File: src/verilog/usb_node_pkg.sv
package usb_node_pkg;

   // ****************************************************************
   // Register byte offsets on the AXI4-Lite bus.
   // ****************************************************************
   localparam logic [7:0] OFS_DMA_CONTROL = 8'h00;
   localparam logic [7:0] OFS_REVISION = 8'h04;
   localparam logic [7:0] OFS_NODE_STATE = 8'h08;
   localparam logic [7:0] OFS_MAIN_EVENT = 8'h0c;
   localparam logic [7:0] OFS_MAIN_MASK = 8'h10;

   // ****************************************************************
   // Field positions of the DMA control register.
   // ****************************************************************
   localparam int DMA_SEL_LSB = 0;
   localparam int DMA_SEL_MSB = 2;
   localparam int DMA_TIMING_BIT = 3;
   localparam int DMA_ENABLE_BIT = 7;
   localparam logic [2:0] DMA_SEL_LAST = 3'h5;

   // ****************************************************************
   // Node state field position and encodings.
   // ****************************************************************
   localparam int NODE_STATE_LSB = 0;
   localparam int NODE_STATE_MSB = 1;
   localparam logic [1:0] NODE_BUS_RESET_STATE = 2'h0;
   localparam logic [1:0] NODE_WAKEUP_STATE = 2'h1;
   localparam logic [1:0] NODE_ACTIVE_STATE = 2'h2;
   localparam logic [1:0] NODE_SLEEP_STATE = 2'h3;

   // ****************************************************************
   // Main event and main mask bit positions.
   // ****************************************************************
   localparam int EV_WARN = 0;
   localparam int EV_SECONDARY = 1;
   localparam int EV_TRANSMIT = 2;
   localparam int EV_FRAME = 3;
   localparam int EV_NAK = 4;
   localparam int EV_UNLOCK = 5;
   localparam int EV_RECEIVE = 6;
   localparam int EV_MASTER = 7;

   // ****************************************************************
   // Reset values, revision and bus responses.
   // ****************************************************************
   localparam logic [7:0] MAIN_EVENT_RESET = 8'h00;
   localparam logic [7:0] MAIN_MASK_RESET = 8'h00;
   localparam logic [2:0] DMA_SEL_RESET = 3'h0;
   // Arbitrary revision value.
   localparam logic [3:0] CHIP_REVISION = 4'h5;
   localparam logic [1:0] RESP_OKAY = 2'h0;
   localparam logic [1:0] RESP_SLVERR = 2'h2;

endpackage

File: src/verilog/usb_node_dma_state_events.sv
// Added by the designer: the AXI4-Lite interface to the registers and the register addresses.
`timescale 1ns/1ps
module usb_node_dma_state_events (
   // Clock and reset.
   input wire logic aclk,
   input wire logic aresetn,
   // AXI4-Lite write address channel.
   input wire logic [31:0] s_axi_awaddr,
   input wire logic s_axi_awvalid,
   output logic s_axi_awready,
   // AXI4-Lite write data channel.
   input wire logic [31:0] s_axi_wdata,
   input wire logic [3:0] s_axi_wstrb,
   input wire logic s_axi_wvalid,
   output logic s_axi_wready,
   // AXI4-Lite write response channel.
   output logic [1:0] s_axi_bresp,
   output logic s_axi_bvalid,
   input wire logic s_axi_bready,
   // AXI4-Lite read address channel.
   input wire logic [31:0] s_axi_araddr,
   input wire logic s_axi_arvalid,
   output logic s_axi_arready,
   // AXI4-Lite read data channel.
   output logic [31:0] s_axi_rdata,
   output logic [1:0] s_axi_rresp,
   output logic s_axi_rvalid,
   input wire logic s_axi_rready,
   // Endpoint status, indexed by select code (0 is endpoint 1).
   input wire logic [5:0] ep_enable,
   input wire logic [5:0] ep_complete,
   input wire logic [5:0] ep_fifo_warn,
   input wire logic [5:0] ep_final_packet,
   input wire logic [5:0] ep_fifo_empty,
   input wire logic [5:0] ep_fifo_flush,
   // Host interface mode.
   input wire logic serial_host_mode,
   // DMA controller side.
   input wire logic dma_ack,
   output logic dma_req,
   // Event sources for the main summary, and bus activity for the resume detector.
   input wire logic warn_event_set,
   input wire logic warn_event_read,
   input wire logic secondary_event_set,
   input wire logic secondary_event_read,
   input wire logic nak_event_set,
   input wire logic nak_event_read,
   input wire logic tx_event_unmasked,
   input wire logic tx_status_any,
   input wire logic rx_event_unmasked,
   input wire logic rx_status_any,
   input wire logic frame_update,
   input wire logic unlock_event,
   input wire logic bus_activity,
   // Node state controls, resume flag and interrupt.
   output logic [1:0] node_state_field,
   output logic pipes_disable,
   output logic resume_k_drive,
   output logic xcvr_low_power,
   output logic node_freeze,
   output logic resume_detected_flag,
   output logic irq
);

   // ****************************************************************
   // State.
   // ****************************************************************
   typedef struct packed {
      logic aw_got;
      logic [7:0] awaddr;
      logic w_got;
      logic [7:0] wdata;
      logic wstrb0;
      logic bvalid;
      logic [1:0] bresp;
      logic rvalid;
      logic [1:0] rresp;
      logic [31:0] rdata;
      logic [2:0] dma_sel;
      logic dma_timing;
      logic dma_en;
      logic dma_active;
      logic [1:0] node_state;
      logic [6:0] main_event;
      logic [7:0] main_mask;
      logic irq;
      logic dma_req;
      logic resume_pulse;
   } state_t;

   state_t state_ff;
   state_t nxt_state;

   logic do_write;
   logic [7:0] wr_addr;
   logic [7:0] wr_data;
   logic wr_lane;
   logic rd_take;
   logic [7:0] rd_addr;
   logic [7:0] rd_byte;
   logic rd_hit;
   logic main_read;
   logic sel_ok;
   logic sel_tx;
   logic req_cond;
   logic [2:0] new_sel;
   logic [6:0] ev_set;
   logic [6:0] ev_hold;

   // ****************************************************************
   // Bus handshakes.
   // ****************************************************************
   assign s_axi_awready = !state_ff.aw_got && !state_ff.bvalid;
   assign s_axi_wready = !state_ff.w_got && !state_ff.bvalid;
   assign s_axi_arready = !state_ff.rvalid;
   assign s_axi_bvalid = state_ff.bvalid;
   assign s_axi_bresp = state_ff.bresp;
   assign s_axi_rvalid = state_ff.rvalid;
   assign s_axi_rresp = state_ff.rresp;
   assign s_axi_rdata = state_ff.rdata;

   // ****************************************************************
   // Outputs.
   // ****************************************************************
   assign dma_req = state_ff.dma_req;
   assign irq = state_ff.irq;
   assign node_state_field = state_ff.node_state;
   assign resume_detected_flag = state_ff.resume_pulse;
   // Pipes stay disabled for as long as the node sits in bus reset.
   assign pipes_disable =
      (state_ff.node_state == usb_node_pkg::NODE_BUS_RESET_STATE);
   assign resume_k_drive =
      (state_ff.node_state == usb_node_pkg::NODE_WAKEUP_STATE);
   assign xcvr_low_power =
      (state_ff.node_state == usb_node_pkg::NODE_SLEEP_STATE);
   assign node_freeze =
      (state_ff.node_state == usb_node_pkg::NODE_SLEEP_STATE);

   // ****************************************************************
   // Next state.
   // ****************************************************************
   always_comb begin
      nxt_state = state_ff;

      // Write address and data are taken in either order.
      if (s_axi_awvalid && s_axi_awready) begin
         nxt_state.aw_got = 1'b1;
         nxt_state.awaddr = s_axi_awaddr[7:0];
      end
      if (s_axi_wvalid && s_axi_wready) begin
         nxt_state.w_got = 1'b1;
         nxt_state.wdata = s_axi_wdata[7:0];
         nxt_state.wstrb0 = s_axi_wstrb[0];
      end
      do_write = nxt_state.aw_got && nxt_state.w_got;
      wr_addr = nxt_state.awaddr;
      wr_data = nxt_state.wdata;
      wr_lane = nxt_state.wstrb0;
      if (s_axi_bvalid && s_axi_bready) begin
         nxt_state.bvalid = 1'b0;
      end
      if (do_write) begin
         nxt_state.aw_got = 1'b0;
         nxt_state.w_got = 1'b0;
         nxt_state.bvalid = 1'b1;
         nxt_state.bresp = usb_node_pkg::RESP_OKAY;
         unique case (wr_addr)
            usb_node_pkg::OFS_DMA_CONTROL,
            usb_node_pkg::OFS_REVISION,
            usb_node_pkg::OFS_NODE_STATE,
            usb_node_pkg::OFS_MAIN_EVENT,
            usb_node_pkg::OFS_MAIN_MASK: begin
            end
            default: begin
               nxt_state.bresp = usb_node_pkg::RESP_SLVERR;
            end
         endcase
      end

      // Register writes take effect only with byte lane 0 enabled.
      new_sel = wr_data[usb_node_pkg::DMA_SEL_MSB:usb_node_pkg::DMA_SEL_LSB];
      if (do_write && wr_lane) begin
         if (wr_addr == usb_node_pkg::OFS_DMA_CONTROL) begin
            if (new_sel <= usb_node_pkg::DMA_SEL_LAST) begin
               nxt_state.dma_sel = new_sel;
            end
            nxt_state.dma_timing = wr_data[usb_node_pkg::DMA_TIMING_BIT];
            nxt_state.dma_en = wr_data[usb_node_pkg::DMA_ENABLE_BIT];
         end
         if (wr_addr == usb_node_pkg::OFS_NODE_STATE) begin
            nxt_state.node_state = wr_data[usb_node_pkg::NODE_STATE_MSB:
               usb_node_pkg::NODE_STATE_LSB];
         end
         if (wr_addr == usb_node_pkg::OFS_MAIN_MASK) begin
            nxt_state.main_mask = wr_data;
         end
      end
      // Serial host mode holds DMA off whatever is written.
      if (serial_host_mode) begin
         nxt_state.dma_en = 1'b0;
      end

      // Read channel.
      if (s_axi_rvalid && s_axi_rready) begin
         nxt_state.rvalid = 1'b0;
      end
      rd_take = s_axi_arvalid && s_axi_arready;
      rd_addr = s_axi_araddr[7:0];
      rd_hit = 1'b1;
      unique case (rd_addr)
         usb_node_pkg::OFS_DMA_CONTROL: begin
            rd_byte = {state_ff.dma_en, 3'h0, state_ff.dma_timing,
               state_ff.dma_sel};
         end
         usb_node_pkg::OFS_REVISION: begin
            rd_byte = {4'h0, usb_node_pkg::CHIP_REVISION};
         end
         usb_node_pkg::OFS_NODE_STATE: begin
            rd_byte = {6'h00, state_ff.node_state};
         end
         usb_node_pkg::OFS_MAIN_EVENT: begin
            // The master bit always reads as zero.
            rd_byte = {1'b0, state_ff.main_event};
         end
         usb_node_pkg::OFS_MAIN_MASK: begin
            rd_byte = state_ff.main_mask;
         end
         default: begin
            rd_byte = 8'h00;
            rd_hit = 1'b0;
         end
      endcase
      if (rd_take) begin
         nxt_state.rvalid = 1'b1;
         nxt_state.rdata = {24'h000000, rd_byte};
         nxt_state.rresp = rd_hit ? usb_node_pkg::RESP_OKAY :
            usb_node_pkg::RESP_SLVERR;
      end
      main_read = rd_take && (rd_addr == usb_node_pkg::OFS_MAIN_EVENT);

      // Main event bits; a set in the cycle of its clear wins.
      ev_set = 7'h00;
      ev_hold = state_ff.main_event;
      ev_set[usb_node_pkg::EV_WARN] = warn_event_set;
      if (warn_event_read) begin
         ev_hold[usb_node_pkg::EV_WARN] = 1'b0;
      end
      ev_set[usb_node_pkg::EV_SECONDARY] = secondary_event_set;
      if (secondary_event_read) begin
         ev_hold[usb_node_pkg::EV_SECONDARY] = 1'b0;
      end
      ev_set[usb_node_pkg::EV_NAK] = nak_event_set;
      if (nak_event_read) begin
         ev_hold[usb_node_pkg::EV_NAK] = 1'b0;
      end
      // Transmit and receive summaries hold until every status bit is gone.
      ev_set[usb_node_pkg::EV_TRANSMIT] = tx_event_unmasked;
      if (!tx_status_any) begin
         ev_hold[usb_node_pkg::EV_TRANSMIT] = 1'b0;
      end
      ev_set[usb_node_pkg::EV_RECEIVE] = rx_event_unmasked;
      if (!rx_status_any) begin
         ev_hold[usb_node_pkg::EV_RECEIVE] = 1'b0;
      end
      ev_set[usb_node_pkg::EV_FRAME] = frame_update;
      ev_set[usb_node_pkg::EV_UNLOCK] = unlock_event;
      if (main_read) begin
         ev_hold[usb_node_pkg::EV_FRAME] = 1'b0;
         ev_hold[usb_node_pkg::EV_UNLOCK] = 1'b0;
      end
      nxt_state.main_event = ev_set | ev_hold;

      // Interrupt follows the registered events and mask.
      nxt_state.irq = state_ff.main_mask[usb_node_pkg::EV_MASTER] &&
         |(state_ff.main_event & state_ff.main_mask[6:0]);

      // Bus activity while asleep raises the resume-detected flag.
      nxt_state.resume_pulse = bus_activity &&
         (state_ff.node_state == usb_node_pkg::NODE_SLEEP_STATE);

      // DMA stays live while enabled or while a granted cycle finishes.
      nxt_state.dma_active = nxt_state.dma_en ||
         (state_ff.dma_active && dma_ack);

      // Request condition for the selected endpoint.
      sel_ok = (state_ff.dma_sel <= usb_node_pkg::DMA_SEL_LAST);
      sel_tx = !state_ff.dma_sel[0];
      req_cond = 1'b0;
      if (sel_ok) begin
         if (!state_ff.dma_timing) begin
            if (sel_tx) begin
               req_cond = ep_complete[state_ff.dma_sel] &&
                  !ep_final_packet[state_ff.dma_sel];
            end else begin
               req_cond = ep_complete[state_ff.dma_sel] &&
                  !ep_fifo_empty[state_ff.dma_sel];
            end
         end else begin
            if (sel_tx) begin
               req_cond = ep_fifo_warn[state_ff.dma_sel] &&
                  !ep_complete[state_ff.dma_sel];
            end else begin
               req_cond = ep_fifo_warn[state_ff.dma_sel] &&
                  !ep_fifo_flush[state_ff.dma_sel];
            end
         end
      end
      // Frozen endpoints and a node in bus reset issue no requests.
      nxt_state.dma_req = req_cond && state_ff.dma_active &&
         ep_enable[state_ff.dma_sel] &&
         (state_ff.node_state != usb_node_pkg::NODE_SLEEP_STATE) &&
         (state_ff.node_state !=
         usb_node_pkg::NODE_BUS_RESET_STATE);
   end

   // ****************************************************************
   // State register.
   // ****************************************************************
   always_ff @(posedge aclk) begin
      if (!aresetn) begin
         // All-zero reset puts the node in bus reset with DMA off.
         state_ff <= '0;
      end else begin
         state_ff <= nxt_state;
      end
   end

endmodule // usb_node_dma_state_events

File: config.mk
export PLATFORM = sky130hd
export DESIGN_NAME = usb_node_dma_state_events
export DESIGN_NICKNAME = d
export VERILOG_FILES = /design/src/verilog/usb_node_pkg.sv /design/src/verilog/usb_node_dma_state_events.sv
export SDC_FILE = /design/constraint.sdc
export NUM_CORES = 1
export LEC_CHECK = 0
export ABC_AREA = 0
export BUFFER_PORTS_ARGS = -buffer_cell sky130_fd_sc_hd__buf_2
export CORE_MARGIN = 2
export CORE_UTILIZATION = 45
export CTS_CLUSTER_DIAMETER = 60
export DETAILED_ROUTE_END_ITERATION = 8
export GPL_TIMING_DRIVEN = 0
export PLACE_DENSITY = 0.85
export SLEW_MARGIN = 40
export SYNTH_ARGS = -nofsm -noshare
export SYNTH_HDL_FRONTEND = slang
export SYNTH_SLANG_ARGS = --single-unit
File: constraint.sdc
create_clock -name aclk -period 3.65 [get_ports aclk]
set_clock_uncertainty 0.05 [all_clocks]
set_input_delay 0.73 -clock aclk [delete_from_list [all_inputs] [get_ports aclk]]
set_output_delay 0.73 -clock aclk [all_outputs]
set_load 0.005 [all_outputs]
Word-level counts from Yosys, hierarchy flattened
Cells that the tools add are included.
{ "word_totals": {"reg_bits": 59, "in_bits": 158, "output_inout_bits": 50, "wordCells": 117} }
{ "op_classes": {"order_cmp": 3, "n_eq_ne": 11, "mux": 36, "bitwise": 3, "n_reduce_logical": 44} }
{ "op_table": {"columns": ["op", "n"], "rows": [
  ["case mux 8 bit (5 select lines)", 1],
  ["two-way mux 35 bit", 1],
  ["== test 8 x 4 -> 1 bit (second input constant)", 4],
  ["two-way mux 1 bit", 23],
  ["logical AND 1 bit", 21],
  ["binary-select mux 1 bit (select 3 bit)", 6],
  ["== test 8 x 3 -> 1 bit (second input constant)", 2],
  ["== test 8 x 5 -> 1 bit (second input constant)", 2],
  ["zero test 8 bit", 2],
  ["two-way mux 10 bit", 1],
  ["OR reduction 5 bit", 2],
  ["two-way mux 9 bit", 1],
  ["zero test 1 bit", 8],
  ["AND 7 bit", 1],
  ["bitwise OR 7 bit", 1],
  ["OR reduction 7 bit", 1],
  ["<= comparator 3 bit (second input constant)", 2],
  ["AND reduction 2 bit", 3],
  ["nonzero test 2 bit", 3],
  ["< comparator 3 x 4 -> 1 bit (second input constant)", 1],
  ["two-way mux 2 bit", 2],
  ["two-way mux 3 bit", 1],
  ["AND reduction 3 bit", 1],
  ["== test 2 x 1 -> 1 bit (second input constant)", 1],
  ["6 further kinds", 6]
]} }

Logic depth before layout (Yosys ltp)
{ "depth": {"word_depth": 11, "mapped_depth": 7, "mapped_depth_nobuf": 5} }

Worst setup path before layout
Ideal clock, no wire load.
{ "synth_timing": {"kind": "input -> register", "start": "input port s_axi_awvalid", "end": "register state_ff[24] (netlist name)", "t_arrival_ns": 2.094, "path_slack_ns": 1.387, "stages": 5, "path_cell_list": "nor3b_1 > mux2i_2 > nand4b_4 > or2_4 > o221a_1"} }
{ "synth_between": {"elab_chain_len": 5} }
{ "synth_lines": {"columns": ["item", "line", "text"], "rows": [
  ["start, declared", "usb_node_dma_state_events.sv:9", "input wire logic s_axi_awvalid,"],
  ["logical AND 1 bit (*)", "usb_node_dma_state_events.sv:146", "if (s_axi_awvalid && s_axi_awready) begin"],
  ["two-way mux 9 bit (*)", "usb_node_dma_state_events.sv:146", null],
  ["branches (longest 2 deep; another with zero test 8 bit)", null, null],
  ["AND reduction 3 bit (no line) (*)", null, null],
  ["end signal, assigned", "usb_node_dma_state_events.sv:324", "state_ff <= nxt_state;"],
  ["end, declared", "usb_node_dma_state_events.sv:91", "state_t state_ff;"]
]} }
Every way passes the cells marked *.
A chain may end at the register's enable or synchronous reset.

Final worst setup path
Same ends and word-level chain as after synthesis.

==> out/results.tsv <==
metric	value	unit
mux cell area share after synthesis	12.9	%
HPWL Detailed	5900	um
routed vias/inst	5.01	
GRT overflow	0	
Adder-Cell Fraction of Synth Area	0	%
Crit. End Element	register	
H-tree depth	3	
largest net degree at the start of global routing	11	
CP bufs+invs	1	
MaxCap Viol Count	0	
Slew Limit Fails	0	
Placeable Area	0.00642	mm2
number of global-route vias before repair	2585	
worst path arrival time	2400	ps
PortBufs	96	
Die ar.	0.00740	mm2
Cells after Synth	355	
initial antenna violation count	0	
Slew HR	59.0	%
Post-DRT Antenna Nets	0	
drt wl/cell	13.1	um
share of cells above drive strength 1	35.8	%
Hold Vio Cnt, Final	0	
CTS sink cnt	57	
Hold WC Path Type	reg2reg	
dpl cells	553	
Synth cell types	56	
Clock transition at path regs	60	ps
VDD IR-drop max	0.000277	V
Core Rows	29	
worst skew pair latency	340	ps
postcts setup bufs	0	
CTS tree	yes	
vias	2852	
non-filler cells, final	569	
post-synthesis compound-gate area fraction	15.4	%
# resized after CTS	0	
Max Fclk	0.450	GHz
power density over cell area	380	mW/mm2
Main synth FF type	dfxtp_1	
Ys Warns	0	
Biggest register	state_ff	
Die W	86.0	um
CP cell instances	buf_2 -> nor3b_1 -> mux2i_2 -> nand4b_4 -> or2_4 -> o221a_1	
LEAKAGE	0.00183	uW
Routability Congestion	0.822	
Avg Cell Area, Syn	8.53	um2
Initial Utilization	47.1	%
Final Setup Violations	0	
critical path required time	3830	ps
Seq cells post-synth	57	
initial drt markers	231	
RSZ-0062 raised after global routing	no	
# DRC	0	
Pre-antenna DRT Iters	4	
Worst Max-Slew Pin Slew	609	ps
FILL cells	586	
kind of critical path	in2reg	
Netlist Area Pre-Place	0.00303	mm2
drt total wl	7480	um
TritonCTS Buffers	9	
hold-fix buffers at CTS	0	
Post-synth EDFFs	0	
CP Launch Type	primary input	
Largest stage delay, worst path	430	ps
Die H	86.0	um
status	complete, no violations	
IO Pins	208	
asr flop ratio synth	0	%
antenna fix cells	0	
sequential-to-total area share from yosys stat	37.7	%
Total Routing Usage GR	20.3	%
CP delay by family, top	simple AND/OR/NAND/NOR gates	
Final period util	60.9	%
crit path max fanout	7	
setup TNS after final layout	0	ps
largest family of logic cells by synthesized area	simple AND/OR/NAND/NOR gates	
max reg flops	40	
Clock Tree Root	clkbuf_8	
Synth Area in XOR/XNOR	0.289	%
crit path time final	2220	ps
global-route wire length before repair	11800	um
Synth-to-Final Area Change	28.5	%
Final #Nets	645	
slowest CP cell	mux2i_2	
Pwr Total	1480	uW
Simple-Gate Fraction of Synth Area	20.2	%
Longest Clk Path Bufs	2	
[power by group]
group / internal (uW) / switching [uW] / leakage [uW]
sequential: 650 / 21.6 / 0.000465
combinational: 120 / 130 / 0.00126
clock: 318 / 236 / 0.000102
total: 1090 / 388 / 0.00183
[cells by family after synthesis]
family / count (synthesis)
flip-flops: 57
buffers and inverters: 66
AO/OA/AOI/OAI: 73
multiplexers: 35
other: 1
XOR/XNOR: 1
AND/OR/NAND/NOR: 122
[final timing paths]
path | start | endpoint | slack, ps | cells past startpoint
worst max-delay path | s_axi_awvalid | state_ff[24] | 1430 | 6
worst min-delay path | state_ff[80] | state_ff[80] | 400 | 2
worst min register to register | state_ff[80] | state_ff[80] | 400 | 2
worst max register to register | s_axi_bvalid | state_ff[24] | 1480 | 5
[routing by layer]
metal / routed length, um / GRT usage [%]
met1: 3100 / 24.3
met2: 3630 / 35.2
met3: 677 / 4.91
met4: 75 / 7.50
met5: 0 / 0
[Yosys cell counts, types with 3 or more instances]
master / number / share of area [%]
a21oi_1: 26 / 4.3
a22oi_1: 7 / 1.7
a31o_2: 3 / 0.87
a31oi_1: 5 / 1.0
buf_4: 39 / 9.7
clkbuf_1: 10 / 1.2
dfxtp_1: 57 / 38
inv_1: 12 / 1.5
mux2_2: 7 / 2.6
mux2i_1: 24 / 7.9
nand2_1: 44 / 5.5
nand2b_1: 4 / 0.83
nand3_1: 6 / 0.99
nand3b_1: 3 / 0.74
nand4_1: 3 / 0.62
nor2_1: 33 / 4.1
nor3_1: 8 / 1.3
nor4_1: 3 / 0.62
o211ai_1: 4 / 0.99
o21ai_0: 12 / 2.0
[through the flow]
stage                     hold WS, ps  instance area (um2)  setup WS (ps)  utilization, %
final                             404                 3890           1430            60.6
after global routing              427                 3890           1240            60.6
after floorplan                   386                 3120           1390               -
after global placement            394                 3700           1130            57.6
after CTS                         408                 3890           1430            60.6
after detailed placement          399                 3700           1080            57.6
[cells in the final DEF (no fill, tap or decap), types with 3 or more instances in the layout]
cell      count
a21oi_1      26
a22oi_1       7
a31o_2        3
a31oi_1       5
buf_2        98
buf_4        39
clkbuf_1     11
clkbuf_8     13
conb_1       26
dfxtp_1      57
inv_1        12
mux2_2        7
mux2i_1      24
nand2_1      44
nand2b_1      4
nand3_1       6
nand3b_1      3
nand4_1       3
nor2_1       33
nor3_1        8
nor4_1        3
o211ai_1      4
o21ai_0      12
[worst reg2reg max path: stages, from the launching register on]
cell	delay, ps
dfxtp_1	390
nor3b_1	440
mux2i_2	430
nand4b_4	200
or2_4	310
o221a_1	240
[area by class of cell]
class / instances / area (um2) / share of cell area (%)
timing repair buffer: 96 / 480 / 12.4
inverter: 12 / 45.0 / 1.16
clock inverter: 2 / 10.0 / 0.257
buffer: 54 / 359 / 9.23
multi-input combinational: 257 / 1580 / 40.5
sequential: 57 / 1140 / 29.3
tap: 77 / 96.3 / 2.48
clock buffer: 14 / 183 / 4.70
Note: power is estimated with default switching activity, not from simulation.
